===== config.mk =====
export PLATFORM = sky130hd
export DESIGN_NAME = srl_top
export DESIGN_NICKNAME = d
export VERILOG_FILES = /design/src/pkg/srl_pkg.sv /design/src/logic/srl_top.sv
export SDC_FILE = /design/constraint.sdc
export NUM_CORES = 1
export LEC_CHECK = 0
export BUFFER_PORTS_ARGS = -buffer_cell sky130_fd_sc_hd__buf_2
export CAP_MARGIN = 30
export CORE_ASPECT_RATIO = 1.2
export CORE_MARGIN = 5
export CORE_UTILIZATION = 30
export CTS_CLUSTER_DIAMETER = 50
export DETAILED_ROUTE_END_ITERATION = 6
export PLACE_DENSITY = 0.62
export SLEW_MARGIN = 10
export SYNTH_ARGS = -nofsm -noshare
export SYNTH_HDL_FRONTEND = slang
export SYNTH_SLANG_ARGS = --single-unit

===== constraint.sdc =====
create_clock -name sys_clk_i -period 2.1 [get_ports sys_clk_i]
set_input_delay 0 -clock sys_clk_i [delete_from_list [all_inputs] [get_ports sys_clk_i]]
set_output_delay 0 -clock sys_clk_i [all_outputs]
set_load 0.02 [all_outputs]

===== src/pkg/srl_pkg.sv =====
// constants and carrier types for the switch routing and link configuration bank
// assumes register numbers are 8 bits wide and data words are 32 bits wide
`default_nettype none
package srl_pkg;
	// register numbers
	localparam logic [7:0] OFF_SW_CFG   = 8'h04;
	localparam logic [7:0] OFF_NODE_ID  = 8'h05;
	localparam logic [7:0] OFF_USER_CODE_ID = 8'h0A;
	localparam logic [7:0] OFF_DIR_LO   = 8'h0C;
	localparam logic [7:0] OFF_DIR_HI   = 8'h0D;
	localparam logic [7:0] OFF_RSV_A    = 8'h10;
	localparam logic [7:0] OFF_RSV_B    = 8'h11;
	localparam logic [7:0] OFF_DBG_SRC  = 8'h1F;
	localparam logic [7:0] OFF_SW_LNK   = 8'h20;
	localparam logic [7:0] OFF_PL_LNK   = 8'h40;
	localparam logic [7:0] OFF_EXT_CTL  = 8'h80;
	localparam logic [7:0] OFF_STATIC   = 8'hA0;

	// switch configuration fields
	localparam int SWC_LOCK_BIT = 31;
	localparam int SWC_PLL_BIT  = 8;
	localparam int SWC_HDR_BIT  = 0;

	// link status fields
	localparam int LS_TYPE_LSB  = 24;
	localparam int LS_DEST_LSB  = 16;
	localparam int LS_DIR_LSB   = 8;
	localparam int LS_NET_LSB   = 4;
	localparam int LS_JUNK_BIT  = 2;
	localparam int LS_DBUSY_BIT = 1;
	localparam int LS_SBUSY_BIT = 0;

	// external link control fields
	localparam int XC_EN_BIT     = 31;
	localparam int XC_WIDE_BIT   = 30;
	localparam int XC_ERR_BIT    = 27;
	localparam int XC_CRISS_BIT  = 26;
	localparam int XC_CRHELD_BIT = 25;
	localparam int XC_CREDIT_REQUEST_TOKEN_BIT  = 24;
	localparam int XC_RXRST_BIT  = 23;
	localparam int XC_SGAP_LSB   = 11;
	localparam int XC_TGAP_LSB   = 0;

	// static forwarding fields
	localparam int SF_EN_BIT   = 31;
	localparam int SF_PROC_BIT = 8;
	localparam int SF_CHAN_LSB = 0;

	// debug source fields
	localparam int DBG_RSV_BIT = 4;

	// reset values
	localparam logic [31:0] RST_DIRS    = 32'h0000_0000;
	localparam logic [15:0] RST_NODE_ID = 16'h0000;
	localparam logic [3:0]  RST_DIR     = 4'h0;
	localparam logic [1:0]  RST_NET     = 2'h0;
	localparam logic [10:0] RST_GAP     = 11'h000;
	localparam logic [4:0]  RST_CHAN    = 5'h00;
	localparam logic [1:0]  RST_RSV     = 2'h0;
	localparam logic [1:0]  RST_DBG     = 2'h0;

	// source-target type of a link endpoint
	typedef enum logic [1:0] {
		EP_SWITCH_LINK,
		EP_PROC_LINK,
		EP_SWITCH_CTL,
		EP_UNDEF
	} srl_ep_type_t;

	// live status of one link from the switch fabric
	typedef struct packed {
		srl_ep_type_t link_endpoint_type;
		logic [7:0]   dest_link;
		logic         junk;
		logic         dst_busy;
		logic         src_busy;
	} srl_lnk_stat_t;

	// configuration of one external link
	typedef struct packed {
		logic        enable;
		logic        five_wire;
		logic [10:0] sym_gap;
		logic [10:0] tok_gap;
	} srl_ext_cfg_t;

	// static forwarding target of one external link
	typedef struct packed {
		logic       enable;
		logic       proc;
		logic [4:0] chanend;
	} srl_fwd_cfg_t;

	// node configuration access
	typedef struct packed {
		logic        req;
		logic        wr;
		logic [7:0]  addr;
		logic [31:0] wdata;
	} srl_cfg_req_t;
endpackage : srl_pkg
`default_nettype wire


===== src/logic/srl_top.sv =====
// configuration and status register bank of the packet switch, with the route lookup
// assumes the fabric and link layers run on sys_clk_i and their inputs are synchronous
// Operation
// RULE_01: eight 4-bit directions for dimensions 0..7, dimension 0 lowest, reset zero
// RULE_02: second register holds directions for dimensions 8..15, reset zero
// RULE_03: route uses direction of most significant differing node-id bit
// RULE_04: link status shows read-only 2-bit endpoint type
// RULE_05: link status shows 8-bit destination link number while in use
// RULE_06: each switch link has writable 4-bit direction, reset zero
// RULE_07: every link has writable 2-bit network field, reset zero
// RULE_08: read-only junk, destination busy and source busy bits per link
// RULE_09: eight processor link registers, same status, no direction field
// RULE_10: control bit 31 enables the external link and its port muxing
// RULE_11: control bit 30 picks 2-wire or 5-wire mode, reset zero
// RULE_12: bit 27 set on receive overflow or illegal token
// RULE_13: bit 26 shows credit granted to remote; no transmit without credit
// RULE_14: bit 25 shows credit held from remote, reset zero
// RULE_15: writing bit 24 clears own credit and sends credit request token
// RULE_16: writing bit 23 resets the receiver to token start
// RULE_17: 11-bit symbol gap field, value is minimum idle clocks minus one
// RULE_18: 11-bit token gap field, value is minimum idle clocks minus one
// RULE_19: static enable bit 31 sends all received traffic to a channel end
// RULE_20: static target processor in bit 8, channel end in bits 4:0
// RULE_21: static registers in address order serve links C, D, A, B, G, H, E, F
// RULE_22: debug source bit 0 or 1 names core of latest debug event
// RULE_23: writable 16-bit node identifier, reset zero, used by routing
// RULE_24: write-protect bit 31 makes the bank ignore all writes
// RULE_25: reserved bits read zero and writes to them do nothing; bank keeps bits 1:0 at OFF_RSV_A, OFF_RSV_B and debug source bit 4
`timescale 1ns/1ns
`default_nettype none
module srl_top
	import srl_pkg::*;
#(
	parameter logic [31:0] USER_CODE_ID_VAL = 32'h0000_0000 // arbitrary value
) (
	// clock and reset
	input  wire logic                     sys_clk_i,
	input  wire logic                     resetn_i,
	// node configuration access
	input  wire srl_pkg::srl_cfg_req_t    cfg_i,
	output logic                          cfg_ack_o,
	output logic [31:0]                   cfg_rdata_o,
	// route lookup
	input  wire logic                     route_req_i,
	input  wire logic [15:0]              route_dest_id_i,
	output logic                          route_vld_o,
	output logic                          route_local_o,
	output logic [3:0]                    route_dir_o,
	// link status from the fabric
	input  wire srl_pkg::srl_lnk_stat_t [7:0] sw_stat_i,
	input  wire srl_pkg::srl_lnk_stat_t [7:0] pl_stat_i,
	// external link layer status
	input  wire logic [7:0]               rx_err_i,
	input  wire logic [7:0]               credit_issued_i,
	input  wire logic [7:0]               credit_held_i,
	// debug events
	input  wire logic                     dbg_evt_i,
	input  wire logic                     dbg_core_i,
	// configuration outputs
	output logic [7:0][3:0]               sw_dir_o,
	output logic [7:0][1:0]               sw_net_o,
	output logic [7:0][1:0]               pl_net_o,
	output srl_pkg::srl_ext_cfg_t [7:0]   ext_cfg_o,
	output logic [7:0]                    credit_clr_o,
	output logic [7:0]                    rx_reset_o,
	output srl_pkg::srl_fwd_cfg_t [7:0]   fwd_cfg_o,
	output logic                          hdr_one_byte_o,
	output logic                          pll_lock_o
);
	import srl_pkg::*;

	// bank state
	logic        lock_r;
	logic [15:0] node_id_r;
	logic [31:0] dir_lo_r;
	logic [31:0] dir_hi_r;
	logic [1:0]  rsv_a_r;
	logic [1:0]  rsv_b_r;
	logic [1:0]  dbg_r;
	logic        dbg_rsv_r;
	logic [7:0]  err_r;
	logic [31:0] rd_mux;

	// access decode
	wire        wr_ok   = cfg_i.req & cfg_i.wr & ~lock_r; // see RULE_24
	wire [4:0]  grp     = cfg_i.addr[7:3];
	wire [2:0]  idx     = cfg_i.addr[2:0];
	wire        in_sw   = (grp == OFF_SW_LNK[7:3]);
	wire        in_pl   = (grp == OFF_PL_LNK[7:3]);
	wire        in_ext  = (grp == OFF_EXT_CTL[7:3]);
	wire        in_st   = (grp == OFF_STATIC[7:3]);
	wire [31:0] wd      = cfg_i.wdata;

	// per-link read words
	logic [7:0][31:0] sw_rd;
	logic [7:0][31:0] pl_rd;
	logic [7:0][31:0] ext_rd;
	logic [7:0][31:0] st_rd;

	// route lookup: highest differing bit picks a nibble of the tables
	function automatic logic [3:0] top_diff(input logic [15:0] d);
		logic [3:0] pos;
		pos = 4'h0;
		for (int i = 0; i < 16; i++) begin
			if (d[i]) begin
				pos = 4'(i);
			end
		end
		return pos;
	endfunction : top_diff

	wire [15:0]  id_diff  = route_dest_id_i ^ node_id_r;
	wire [3:0]   dim      = top_diff(id_diff);
	wire [63:0]  dir_tab  = {dir_hi_r, dir_lo_r};          // see RULE_01 see RULE_02
	wire [3:0]   dir_pick = dir_tab[{dim, 2'b00} +: 4];    // see RULE_03

	// route result register
	always_ff @(posedge sys_clk_i or negedge resetn_i) begin
		if (!resetn_i) begin
			route_vld_o   <= 1'b0;
			route_local_o <= 1'b0;
			route_dir_o   <= RST_DIR;
		end else begin
			route_vld_o   <= route_req_i;
			route_local_o <= (id_diff == 16'h0000);
			route_dir_o   <= dir_pick; // see RULE_03
		end
	end

	// global registers
	always_ff @(posedge sys_clk_i or negedge resetn_i) begin
		if (!resetn_i) begin
			lock_r         <= 1'b0;
			pll_lock_o     <= 1'b0;
			hdr_one_byte_o <= 1'b0;
			node_id_r      <= RST_NODE_ID;
			dir_lo_r       <= RST_DIRS;
			dir_hi_r       <= RST_DIRS;
			rsv_a_r        <= RST_RSV;
			rsv_b_r        <= RST_RSV;
			dbg_rsv_r      <= 1'b0;
		end else if (wr_ok) begin
			if (cfg_i.addr == OFF_SW_CFG) begin
				lock_r         <= wd[SWC_LOCK_BIT]; // see RULE_24
				pll_lock_o     <= wd[SWC_PLL_BIT];
				hdr_one_byte_o <= wd[SWC_HDR_BIT];
			end
			if (cfg_i.addr == OFF_NODE_ID) begin
				node_id_r <= wd[15:0]; // see RULE_23
			end
			if (cfg_i.addr == OFF_DIR_LO) begin
				dir_lo_r <= wd; // see RULE_01
			end
			if (cfg_i.addr == OFF_DIR_HI) begin
				dir_hi_r <= wd; // see RULE_02
			end
			if (cfg_i.addr == OFF_RSV_A) begin
				rsv_a_r <= wd[1:0]; // see RULE_25
			end
			if (cfg_i.addr == OFF_RSV_B) begin
				rsv_b_r <= wd[1:0];
			end
			if (cfg_i.addr == OFF_DBG_SRC) begin
				dbg_rsv_r <= wd[DBG_RSV_BIT];
			end
		end
	end

	// debug source: hardware event wins over a software write
	always_ff @(posedge sys_clk_i or negedge resetn_i) begin
		if (!resetn_i) begin
			dbg_r <= RST_DBG;
		end else if (dbg_evt_i) begin
			dbg_r <= dbg_core_i ? 2'b10 : 2'b01; // see RULE_22
		end else if (wr_ok && cfg_i.addr == OFF_DBG_SRC) begin
			dbg_r <= wd[1:0];
		end
	end

	// per-link registers
	for (genvar g = 0; g < 8; g++) begin : g_lnk
		localparam int LTR = g ^ 2; // register order C,D,A,B,G,H,E,F
		wire sw_wr  = wr_ok & in_sw  & (idx == 3'(g));
		wire pl_wr  = wr_ok & in_pl  & (idx == 3'(g));
		wire ext_wr = wr_ok & in_ext & (idx == 3'(g));
		wire st_wr  = wr_ok & in_st  & (idx == 3'(g));

		// switch link direction and network, processor link network
		always_ff @(posedge sys_clk_i or negedge resetn_i) begin
			if (!resetn_i) begin
				sw_dir_o[g] <= RST_DIR;
				sw_net_o[g] <= RST_NET;
				pl_net_o[g] <= RST_NET;
			end else begin
				if (sw_wr) begin
					sw_dir_o[g] <= wd[LS_DIR_LSB +: 4]; // see RULE_06
					sw_net_o[g] <= wd[LS_NET_LSB +: 2]; // see RULE_07
				end
				if (pl_wr) begin
					pl_net_o[g] <= wd[LS_NET_LSB +: 2]; // see RULE_07 see RULE_09
				end
			end
		end

		// external link control and strobes
		always_ff @(posedge sys_clk_i or negedge resetn_i) begin
			if (!resetn_i) begin
				ext_cfg_o[g]    <= '{1'b0, 1'b0, RST_GAP, RST_GAP};
				credit_clr_o[g] <= 1'b0;
				rx_reset_o[g]   <= 1'b0;
			end else begin
				credit_clr_o[g] <= ext_wr & wd[XC_CREDIT_REQUEST_TOKEN_BIT]; // see RULE_15
				rx_reset_o[g]   <= ext_wr & wd[XC_RXRST_BIT]; // see RULE_16
				if (ext_wr) begin
					ext_cfg_o[g].enable    <= wd[XC_EN_BIT];          // see RULE_10
					ext_cfg_o[g].five_wire <= wd[XC_WIDE_BIT];        // see RULE_11
					ext_cfg_o[g].sym_gap   <= wd[XC_SGAP_LSB +: 11];  // see RULE_17
					ext_cfg_o[g].tok_gap   <= wd[XC_TGAP_LSB +: 11];  // see RULE_18
				end
			end
		end

		// sticky link error, cleared by receiver reset; a new error wins
		always_ff @(posedge sys_clk_i or negedge resetn_i) begin
			if (!resetn_i) begin
				err_r[g] <= 1'b0;
			end else begin
				err_r[g] <= rx_err_i[g] | (err_r[g] & ~(ext_wr & wd[XC_RXRST_BIT])); // see RULE_12
			end
		end

		// static forwarding, mapped to link letters
		always_ff @(posedge sys_clk_i or negedge resetn_i) begin
			if (!resetn_i) begin
				fwd_cfg_o[LTR] <= '{1'b0, 1'b0, RST_CHAN};
			end else if (st_wr) begin
				fwd_cfg_o[LTR].enable  <= wd[SF_EN_BIT];        // see RULE_19 see RULE_21
				fwd_cfg_o[LTR].proc    <= wd[SF_PROC_BIT];      // see RULE_20
				fwd_cfg_o[LTR].chanend <= wd[SF_CHAN_LSB +: 5]; // see RULE_20
			end
		end

		// read words, reserved bits zero
		assign sw_rd[g] = {6'h00, sw_stat_i[g].link_endpoint_type, sw_stat_i[g].dest_link,
			4'h0, sw_dir_o[g], 2'h0, sw_net_o[g], 1'b0, sw_stat_i[g].junk,
			sw_stat_i[g].dst_busy, sw_stat_i[g].src_busy}; // see RULE_04 see RULE_05 see RULE_08
		assign pl_rd[g] = {6'h00, pl_stat_i[g].link_endpoint_type, pl_stat_i[g].dest_link,
			10'h000, pl_net_o[g], 1'b0, pl_stat_i[g].junk,
			pl_stat_i[g].dst_busy, pl_stat_i[g].src_busy}; // see RULE_09
		assign ext_rd[g] = {ext_cfg_o[g].enable, ext_cfg_o[g].five_wire, 2'h0, err_r[g],
			credit_issued_i[g], credit_held_i[g], 3'h0,
			ext_cfg_o[g].sym_gap, ext_cfg_o[g].tok_gap}; // see RULE_13 see RULE_14
		assign st_rd[g] = {fwd_cfg_o[LTR].enable, 22'h000000, fwd_cfg_o[LTR].proc,
			3'h0, fwd_cfg_o[LTR].chanend};
	end

	// read selection; unmapped numbers read zero
	always_comb begin
		rd_mux = 32'h0000_0000;
		if (in_sw) begin
			rd_mux = sw_rd[idx];
		end else if (in_pl) begin
			rd_mux = pl_rd[idx];
		end else if (in_ext) begin
			rd_mux = ext_rd[idx];
		end else if (in_st) begin
			rd_mux = st_rd[idx];
		end else begin
			case (cfg_i.addr)
				OFF_SW_CFG:   rd_mux = {lock_r, 22'h000000, pll_lock_o, 7'h00, hdr_one_byte_o};
				OFF_NODE_ID:  rd_mux = {16'h0000, node_id_r};
				OFF_USER_CODE_ID: rd_mux = USER_CODE_ID_VAL;
				OFF_DIR_LO:   rd_mux = dir_lo_r;
				OFF_DIR_HI:   rd_mux = dir_hi_r;
				OFF_RSV_A:    rd_mux = {30'h00000000, rsv_a_r};
				OFF_RSV_B:    rd_mux = {30'h00000000, rsv_b_r};
				OFF_DBG_SRC:  rd_mux = {27'h0000000, dbg_rsv_r, 2'h0, dbg_r}; // see RULE_22
				default:      rd_mux = 32'h0000_0000; // see RULE_25
			endcase
		end
	end

	// access answer one cycle after the request
	always_ff @(posedge sys_clk_i or negedge resetn_i) begin
		if (!resetn_i) begin
			cfg_ack_o   <= 1'b0;
			cfg_rdata_o <= 32'h0000_0000;
		end else begin
			cfg_ack_o   <= cfg_i.req;
			cfg_rdata_o <= (cfg_i.req && !cfg_i.wr) ? rd_mux : 32'h0000_0000;
		end
	end
endmodule : srl_top
`default_nettype wire


**After elaboration in Yosys (flattened, before gate mapping)**

Cells that the tools add are included.
W data, S select, Z words.

- Register bits: 465
- Bits in latches: 0
- Bits in writable memories: 0
- Bits in read-only memories: 0
- Input port bits: 295
- Output and inout bits: 369
- Memories kept: 0

- Add/sub/neg operators: 0
- $mul: 0
- Div/mod/pow operators: 0
- Order comparisons: 1
- Equality and inequality tests: 18
- Shifts and indexed selects: 1
- Muxes and demuxes: 32
- Bitwise logic cells: 80
- Reduce and logical (&&, ||, !) cells: 13

Operators by type and width:

| operator | number |
|---|---|
| $bmux W32 S3 | 4 |
| $mux W32 | 9 |
| $pmux W32 S7 | 1 |
| $shiftx A64 B7 Y4 | 1 |
| $and A1 B1 Y1 | 62 |
| $mux W4 | 8 |
| $eq A8 B5 Y1 const B | 3 |
| $eq A8 B3 Y1 const B | 2 |
| $eq A8 B4 Y1 const B | 2 |
| $logic_not A16 Y1 | 1 |
| $xor A16 B16 Y16 | 1 |
| $reduce_and A2 Y1 | 7 |
| $eq A3 B3 Y1 const B | 4 |
| $mux W3 | 4 |
| $eq A5 B5 Y1 const B | 2 |
| $mux W2 | 5 |
| $not A1 Y1 | 9 |
| $or A1 B1 Y1 | 8 |
| $eq A3 B2 Y1 const B | 2 |
| $eq A5 B3 Y1 const B | 1 |
| $eq A5 B4 Y1 const B | 1 |
| $lt A3 B4 Y1 const B | 1 |
| $eq A3 B1 Y1 const B | 1 |
| $logic_not A3 Y1 | 1 |
| 4 further kinds | 5 |

**Logic depth before layout (Yosys ltp)**

Gate-level depths: netlist of run 1.

- Depth after elaboration: 17
- Gate-level depth with buffers: 11
- Mapped depth without buffers: 7

**Worst setup path after synthesis of run 1**

Ideal clock, no wire load.

- Kind: register -> register
- Start: register node_id_r[15]
- End: register route_dir_o[2]
- Arrival time: 2.181 ns
- Data required time: 1.961 ns
- Slack: -0.220 ns
- Cell stages (with the launch flop): 9
- Buffers on the path: 1
- Cells stage by stage: dfrtp_1 > xnor2_1 > a21boi_0 > o2111ai_2 > nand2_2 > buf_6 > mux2i_1 > o22ai_1 > or4_1

- Cells in the longest elaborated chain, start to end: 3

RTL lines:

| element | line | text |
|---|---|---|
| from (decl) | srl_top.sv:74 | `logic [15:0] node_id_r;` |
| from (signal assigned) | srl_top.sv:149 | `node_id_r <= wd[15:0];` |
| $xor A16 B16 Y16 | srl_top.sv:112 | `wire [15:0] id_diff = route_dest_id_i ^ node_id_r;` |
| $mux W4 | srl_top.sv:105 | `if (d[i]) begin` |
| $shiftx A64 B7 Y4 | srl_top.sv:115 | `wire [3:0] dir_pick = dir_tab[{dim, 2'b00} +: 4];` |
| named net dir_pick[2] | srl_top.sv:115 |  |
| to (signal assigned) | srl_top.sv:126 | `route_dir_o <= dir_pick;` |
| to (decl) | srl_top.sv:48 | `output logic [3:0] route_dir_o,` |

The timed path passes the listed nets, and every way through them passes these cells.
A chain may end at the register's enable or synchronous reset.

**Worst setup path after layout of run 1**

- Start: register node_id_r[1]
- End: register route_dir_o[0]

- Cells in the longest elaborated chain, start to end: 17

RTL lines:

| element | line |
|---|---|
| $xor A16 B16 Y16 | srl_top.sv:112 |
| $mux W1 | srl_top.sv:105 |
| $mux W2 (2 in a row) | srl_top.sv:105 |
| $mux W3 (4 in a row) | srl_top.sv:105 |
| $mux W4 (8 in a row) | srl_top.sv:105 |
| $shiftx A64 B7 Y4 | srl_top.sv:115 |
| named net dir_pick[0] | srl_top.sv:115 |

The timed path passes the listed nets, and every way through them passes these cells.

==> impl_metrics.toml, run 1 <==
[status]
status = "finished with violations"
violations = "setup timing"

[power]
p_leak_nw = 15.96
ir_drop_mv = 0.6379
p_per_area_nw_per_um2 = 716.0
finalPower_mw = 22.47

[placed_design]
port_buffers = 663
detailed_place.area_sq_um = 28610
pre_cts_ws_ns = -0.2123
dpl.hpwl_um = 77050
place.gp.congestion = 1.013
placed_cells = 3288

[timing]
relSlewSlack_pct = 39.04
setup_slack_ns = -0.3080
min_period_ns = 2.408
tns_ns = -1.114
setup_viol = 4
fin_skew_ns = 0.01313
fin_crit_sh_pct = 114.7
final_max_slew_viol_count = 0
finalHoldWorstSlack_ns = 0.04741
rsz0062_at_grt = "true"
hold_violations = 0
tightestPinTransition_ns = 0.9145
max_freq_mhz = 415.3

[logic_synthesis]
yosysTopAreaCellShare_pct = 50.71
synth-async-reset-ratio_pct = 100.0
mappedNetlistNets = 1876
synth_area_leaders = "dfrtp_1 51%, mux2_2 20%, mux4_2 13%"
synth_top_cell_by_area = "dfrtp_1"
synth_common_cells = "465 x dfrtp_1, 410 x mux2_2, 136 x mux4_2"
synth.avg_cell_area_sq_um = 14.52
syn-instance-count = 1581
ys_warn_count = 0
synth_edf_count = 0
synth_cell_types = 57
syn_area_sq_um = 22950
synth_seq_cells = 465
seq_area_frac_synth_pct = 50.71
synth_most_common_cell = "dfrtp_1"
synth_flop_cell = "dfrtp_1"

[run]
drv_cap = 0

[critical_path]
path_class = "reg -> reg"
r2r-end = "route_dir_o[0]$_DFF_PN0_"
startpoint = "node_id_r[1]$_DFFE_PN0P_"
cp.arrival_ns = 2.90
cp-start-kind = "flop"
crit_required_ns = 2.59
crit_end = "route_dir_o[0]$_DFF_PN0_"
endpoint_kind = "flop"
reg2regPathDepth = 8
rr_startpoint = "node_id_r[1]$_DFFE_PN0P_"
crit_fanout = 8
ff2ff_setup_slack_ns = -0.31

[cts]
cts_max_path_buffers = 3
root_buffer = "clkbuf_16"
cts_tree = "built"
cts_buffers = 59
clk_pin_slew_ns = 0.06
clk_latency_ns = 0.64
clkSinkCount = 465
htree_levels = 2

[drt]
vias_per_cell = 5.217
routed_wl_um = 100100
routedWlPerCell_um = 28.80
drt_iter0_markers = 1305
num_vias = 18130
drtPass1Iterations = 5
drc_errors = 0
ant_nets = 0

[finish]
nNetsFinal = 2689
multi_input_area_sq_um = 10800
final_util_pct = 41.24
layout-area-overhead-vs-synth_pct = 36.78
ff_latch_area_sq_um = 11640
stdcell_area_sq_um = 31390
drive_gt1_share_pct = 61.66
instances_no_fill = 3476
fill_cells = 7106

[hold_path]
holdCritStartpoint = "sw_stat_i[30]"
min_path_type = "in -> reg"

[floorplan]
placementRows = 111
ios = 664
chipHeight_um = 313.0
dieWidth_um = 262.5
initial_core_util_pct = 30.15
core_sq_um = 76110
dieArea_sq_um = 82150

[grt]
grt_pass1_vias = 19730
grt_max_degree = 75
antenna_found_initial = 34
gr-total-overflow = 0
grt.total_usage_pct = 23.50
grt_pass1_wl_um = 143300
-- power breakdown --
part / internal, mW / switching [mW] / leakage, nW
Clock: 6.26 / 4.23 / 0.994
Sequential: 9.18 / 0.203 / 6.41
Combinational: 1.18 / 1.43 / 8.55
Total: 16.6 / 5.86 / 16.0
-- cell families (layout without fill, tap and decap cells) --
family,Yosys count,count (layout),synth area share (%)
AOI/OAI and AO/OA,130,130,4.171
xor gates and xnor gates,18,18,0.7197
buffers and inverters,136,994,2.710
DFF,465,465,50.71
muxes,640,640,37.58
other,0,20,0
and+or+nand+nor,192,192,4.116
-- how the worst min path moves through the flow --
stage                                 endpoint  slack (ns)  depth (start not counted)
floorplan                  cfg_ack_o$_DFF_PN0_       -0.30                          0
global placement    ext_cfg_o[185]$_DFFE_PN0P_       -0.04                          1
detailed placement  ext_cfg_o[185]$_DFFE_PN0P_       -0.04                          1
CTS                  cfg_rdata_o[17]$_DFF_PN0_        0.01                          4
global route          sw_dir_o[18]$_DFFE_PN0P_        0.03                          2
finish               cfg_rdata_o[17]$_DFF_PN0_        0.05                          4
-- layout make-up --
type / instances / area share (%)
diodes: 20 / 0.1595
inverters: 9 / 0.1076
repair buffers: 879 / 17.77
flip-flops and latches: 465 / 37.08
clock buffers: 77 / 5.310
well taps: 1017 / 4.054
multi-input cells: 980 / 34.39
clock inverters: 29 / 1.124
-- per-layer routing --
| metal | share of wire (%) | track usage, % |
|---|---|---|
| met1 | 37 | 27.17 |
| met2 | 50 | 40.96 |
| met3 | 7.3 | 6.422 |
| met4 | 5.2 | 10.36 |
| met5 | 0.055 | 0 |
-- critical path, stage by stage (launching register included) --
cell and delay (ns):
dfrtp_1 0.40, xor2_1 0.17, a211oi_2 0.29, o2111ai_2 0.21, nand2_4 0.18, buf_12 0.16
mux2i_1 0.23, o22ai_1 0.10, or4_1 0.53
-- registers in the layout (all words and copies together) (netlist names), 16 cells and up --
name         flops
cfg_rdata_o     32
dir_hi_r        32
dir_lo_r        32
ext_cfg_o      192
fwd_cfg_o       56
node_id_r       16
pl_net_o        16
sw_dir_o        32
sw_net_o        16
-- cells in the final DEF, fill, tap and decap left out, types with 20 or more instances in the layout --
master,instances
mux2_2,410
nand2_1,56
buf_12,34
mux2i_1,88
diode_2,20
nor2_1,53
clkbuf_16,62
mux4_2,136
o22ai_1,30
buf_2,659
buf_4,120
dfrtp_1,464
dlygate4sd3_1,58
-- timing repair --
item,CTS,global route
buffers inserted,0,2
hold endpoints to repair,777,0
hold buffers,59,0
cloned,0,1
resized for setup,1,18
pin swaps,2,5
setup endpoints to repair,4,6
(Power assumes the default switching activity.)
==> run 2: changes to the inputs <==
- GPL_TIMING_DRIVEN: unset -> 0
- PLACE_DENSITY: 0.62 -> 0.6
- clock period: 2.1 -> 2.9 ns (I/O delays scaled with it)
==> run 2 against run 1 <==
Compared with the run above:
- the run still ends with setup timing left
- clock skew grew 0.0045 ns
- largest cell class unchanged
- flip-flop and latch count is the same
- clock power shrank 28%
==> impl_metrics.toml, run 2 (synthesized netlist as in run 1, its figures left out) <==
[status]
status = "finished with violations"
violations = "setup timing"

[timing]
fin_crit_sh_pct = 101.3
hold_violations = 0
rsz0062_at_grt = "true"
final_max_slew_viol_count = 0
relSlewSlack_pct = 27.63
setup_slack_ns = -0.03841
tightestPinTransition_ns = 1.082
min_period_ns = 2.938
setup_viol = 26
finalHoldWorstSlack_ns = 0.05181
fin_skew_ns = 0.01758
max_freq_mhz = 340.3

[grt]
antenna_found_initial = 21
grt_max_degree = 109
grt_pass1_vias = 19880
grt.total_usage_pct = 26.16
gr-total-overflow = 0
grt_pass1_wl_um = 155000

[drt]
vias_per_cell = 5.355
ant_nets = 0
routedWlPerCell_um = 32.20
routed_wl_um = 111000
num_vias = 18450
drc_errors = 0
drt_iter0_markers = 1267
drtPass1Iterations = 5

[critical_path]
cp.arrival_ns = 3.46
rr_startpoint = "lock_r$_DFFE_PN0P_"
crit_fanout = 10
slowest_delay_ns = 0.78
reg2regPathDepth = 5
worstPathCellList = "nor2_2, nand2_2, nor2_2, buf_2, mux2_2"
cp_slowest_cell = "nor2_2"
path_class = "reg -> reg"
cp-start-kind = "flop"
endpoint_kind = "flop"
crit_required_ns = 3.42
startpoint = "lock_r$_DFFE_PN0P_"
path_common_cell = "nor2_2"

[finish]
top_register = "ext_cfg_o"
stdcell_area_sq_um = 30460
nNetsFinal = 2665
instances_no_fill = 3446
final_common_cell = "buf_2"
drive_gt1_share_pct = 58.34
final_util_pct = 40.02
layout-area-overhead-vs-synth_pct = 32.72
largest_register_ffs = 192
layout_common_cells = "710 x buf_2, 465 x dfrtp_1, 410 x mux2_2"
reg_top3 = "ext_cfg_o: 192 flops, fwd_cfg_o: 56 flops"

[floorplan]
chipHeight_um = 313.0
placementRows = 111
ios = 664
dieWidth_um = 262.5
dieArea_sq_um = 82150
core_sq_um = 76110
initial_core_util_pct = 30.15

[cts]
cts_max_path_buffers = 3
cts_buffers = 60
clkSinkCount = 465
clk_pin_slew_ns = 0.06
clk_latency_ns = 0.64
cts_tree = "built"
root_buffer = "clkbuf_16"
htree_levels = 2

[placed_design]
port_buffers = 653
place.gp.congestion = 0.9994
dpl.hpwl_um = 87340
placed_cells = 3264
detailed_place.area_sq_um = 27750

[run]
drv_cap = 0

[power]
finalPower_mw = 16.27
p_leak_nw = 15.51
ir_drop_mv = 0.4394
p_per_area_nw_per_um2 = 534.1

[hold_path]
holdCritStartpoint = "sw_stat_i[0]"
hold_depth = 4
min_path_type = "in -> reg"
==> run 2: cell types whose count changed in the layout (fill, tap and decap cells not counted), moves of 7 or more <==
cell,before,now
buf_2,659,710
buf_1,0,27
clkbuf_1,8,35
buf_12,34,0
buf_4,120,9
inv_8,7,0
==> run 2: critical path, delay by kind of cell, from the launching register on <==
family                 cells  cell delay (ns)
and+or+nand+nor            3             1.46
buffers and inverters      1             0.49
muxes                      1             0.39
DFF                        1             0.43
==> run 2: metrics by stage <==
| step | TNS [ns] | setup WS, ns |
|---|---|---|
| 2_1_floorplan | 0 | 0.5803 |
| 3_3_place_gp | -3526.18 | -7.560 |
| 3_5_place_dp | -22.10 | -0.4410 |
| 4_1_cts | -0.7762 | -0.03734 |
| 5_1_grt | -3.613 | -0.1214 |
| 6_report | -0.4270 | -0.03841 |
==> run 2: timing repair <==
item / 4_1_cts / 5_1_grt
endpoints found under the setup margin: 98 / 42
hold endpoints to repair: 431 / 0
resized for setup: 4 / 2
buffers inserted: 0 / 0
hold buffers: 60 / 0
pin swaps: 0 / 0
==> run 2: cell type report <==
| class | instances | area, sq um |
|---|---|---|
| Fill cell | 7377 | 45650 |
| Clock inverter | 31 | 357.8 |
| Tap cell | 1017 | 1272 |
| Timing Repair Buffer | 727 | 4145 |
| Inverter | 9 | 33.78 |
| Antenna cell | 14 | 35.03 |
| Sequential cell | 465 | 11640 |
| Clock buffer | 76 | 1672 |
| Multi-Input combinational cell | 980 | 10710 |
| Buffer | 127 | 599.3 |
==> run 2: power breakdown <==
part / switching (mW) / internal, mW
Clock: 3.12 / 4.46
Sequential: 0.136 / 6.65
Combinational: 1.13 / 0.769
Total: 4.38 / 11.9
==> run 2: path summary, 6_finish.rpt <==
kind                                              endpoint  slack, ns
worst max-delay path             ext_cfg_o[85]$_DFFE_PN0P_      -0.04
worst min-delay path              cfg_rdata_o[0]$_DFF_PN0_       0.05
worst max register to register   ext_cfg_o[85]$_DFFE_PN0P_      -0.04
worst min register to register          err_r[4]$_DFF_PN0_       0.48
max in group asynchronous         sw_dir_o[18]$_DFFE_PN0P_       1.07
min in group asynchronous       ext_cfg_o[143]$_DFFE_PN0P_       0.40
==> run 2: layer usage <==
metal / vias to the layer above / track usage [%] / part of all wire (%)
li1: 7593 / - / -
met1: 9711 / 30.75 / 37
met2: 929 / 46.46 / 51
met3: 214 / 6.461 / 7.4
met4: 6 / 9.676 / 4.5
met5: - / 0 / 0.037
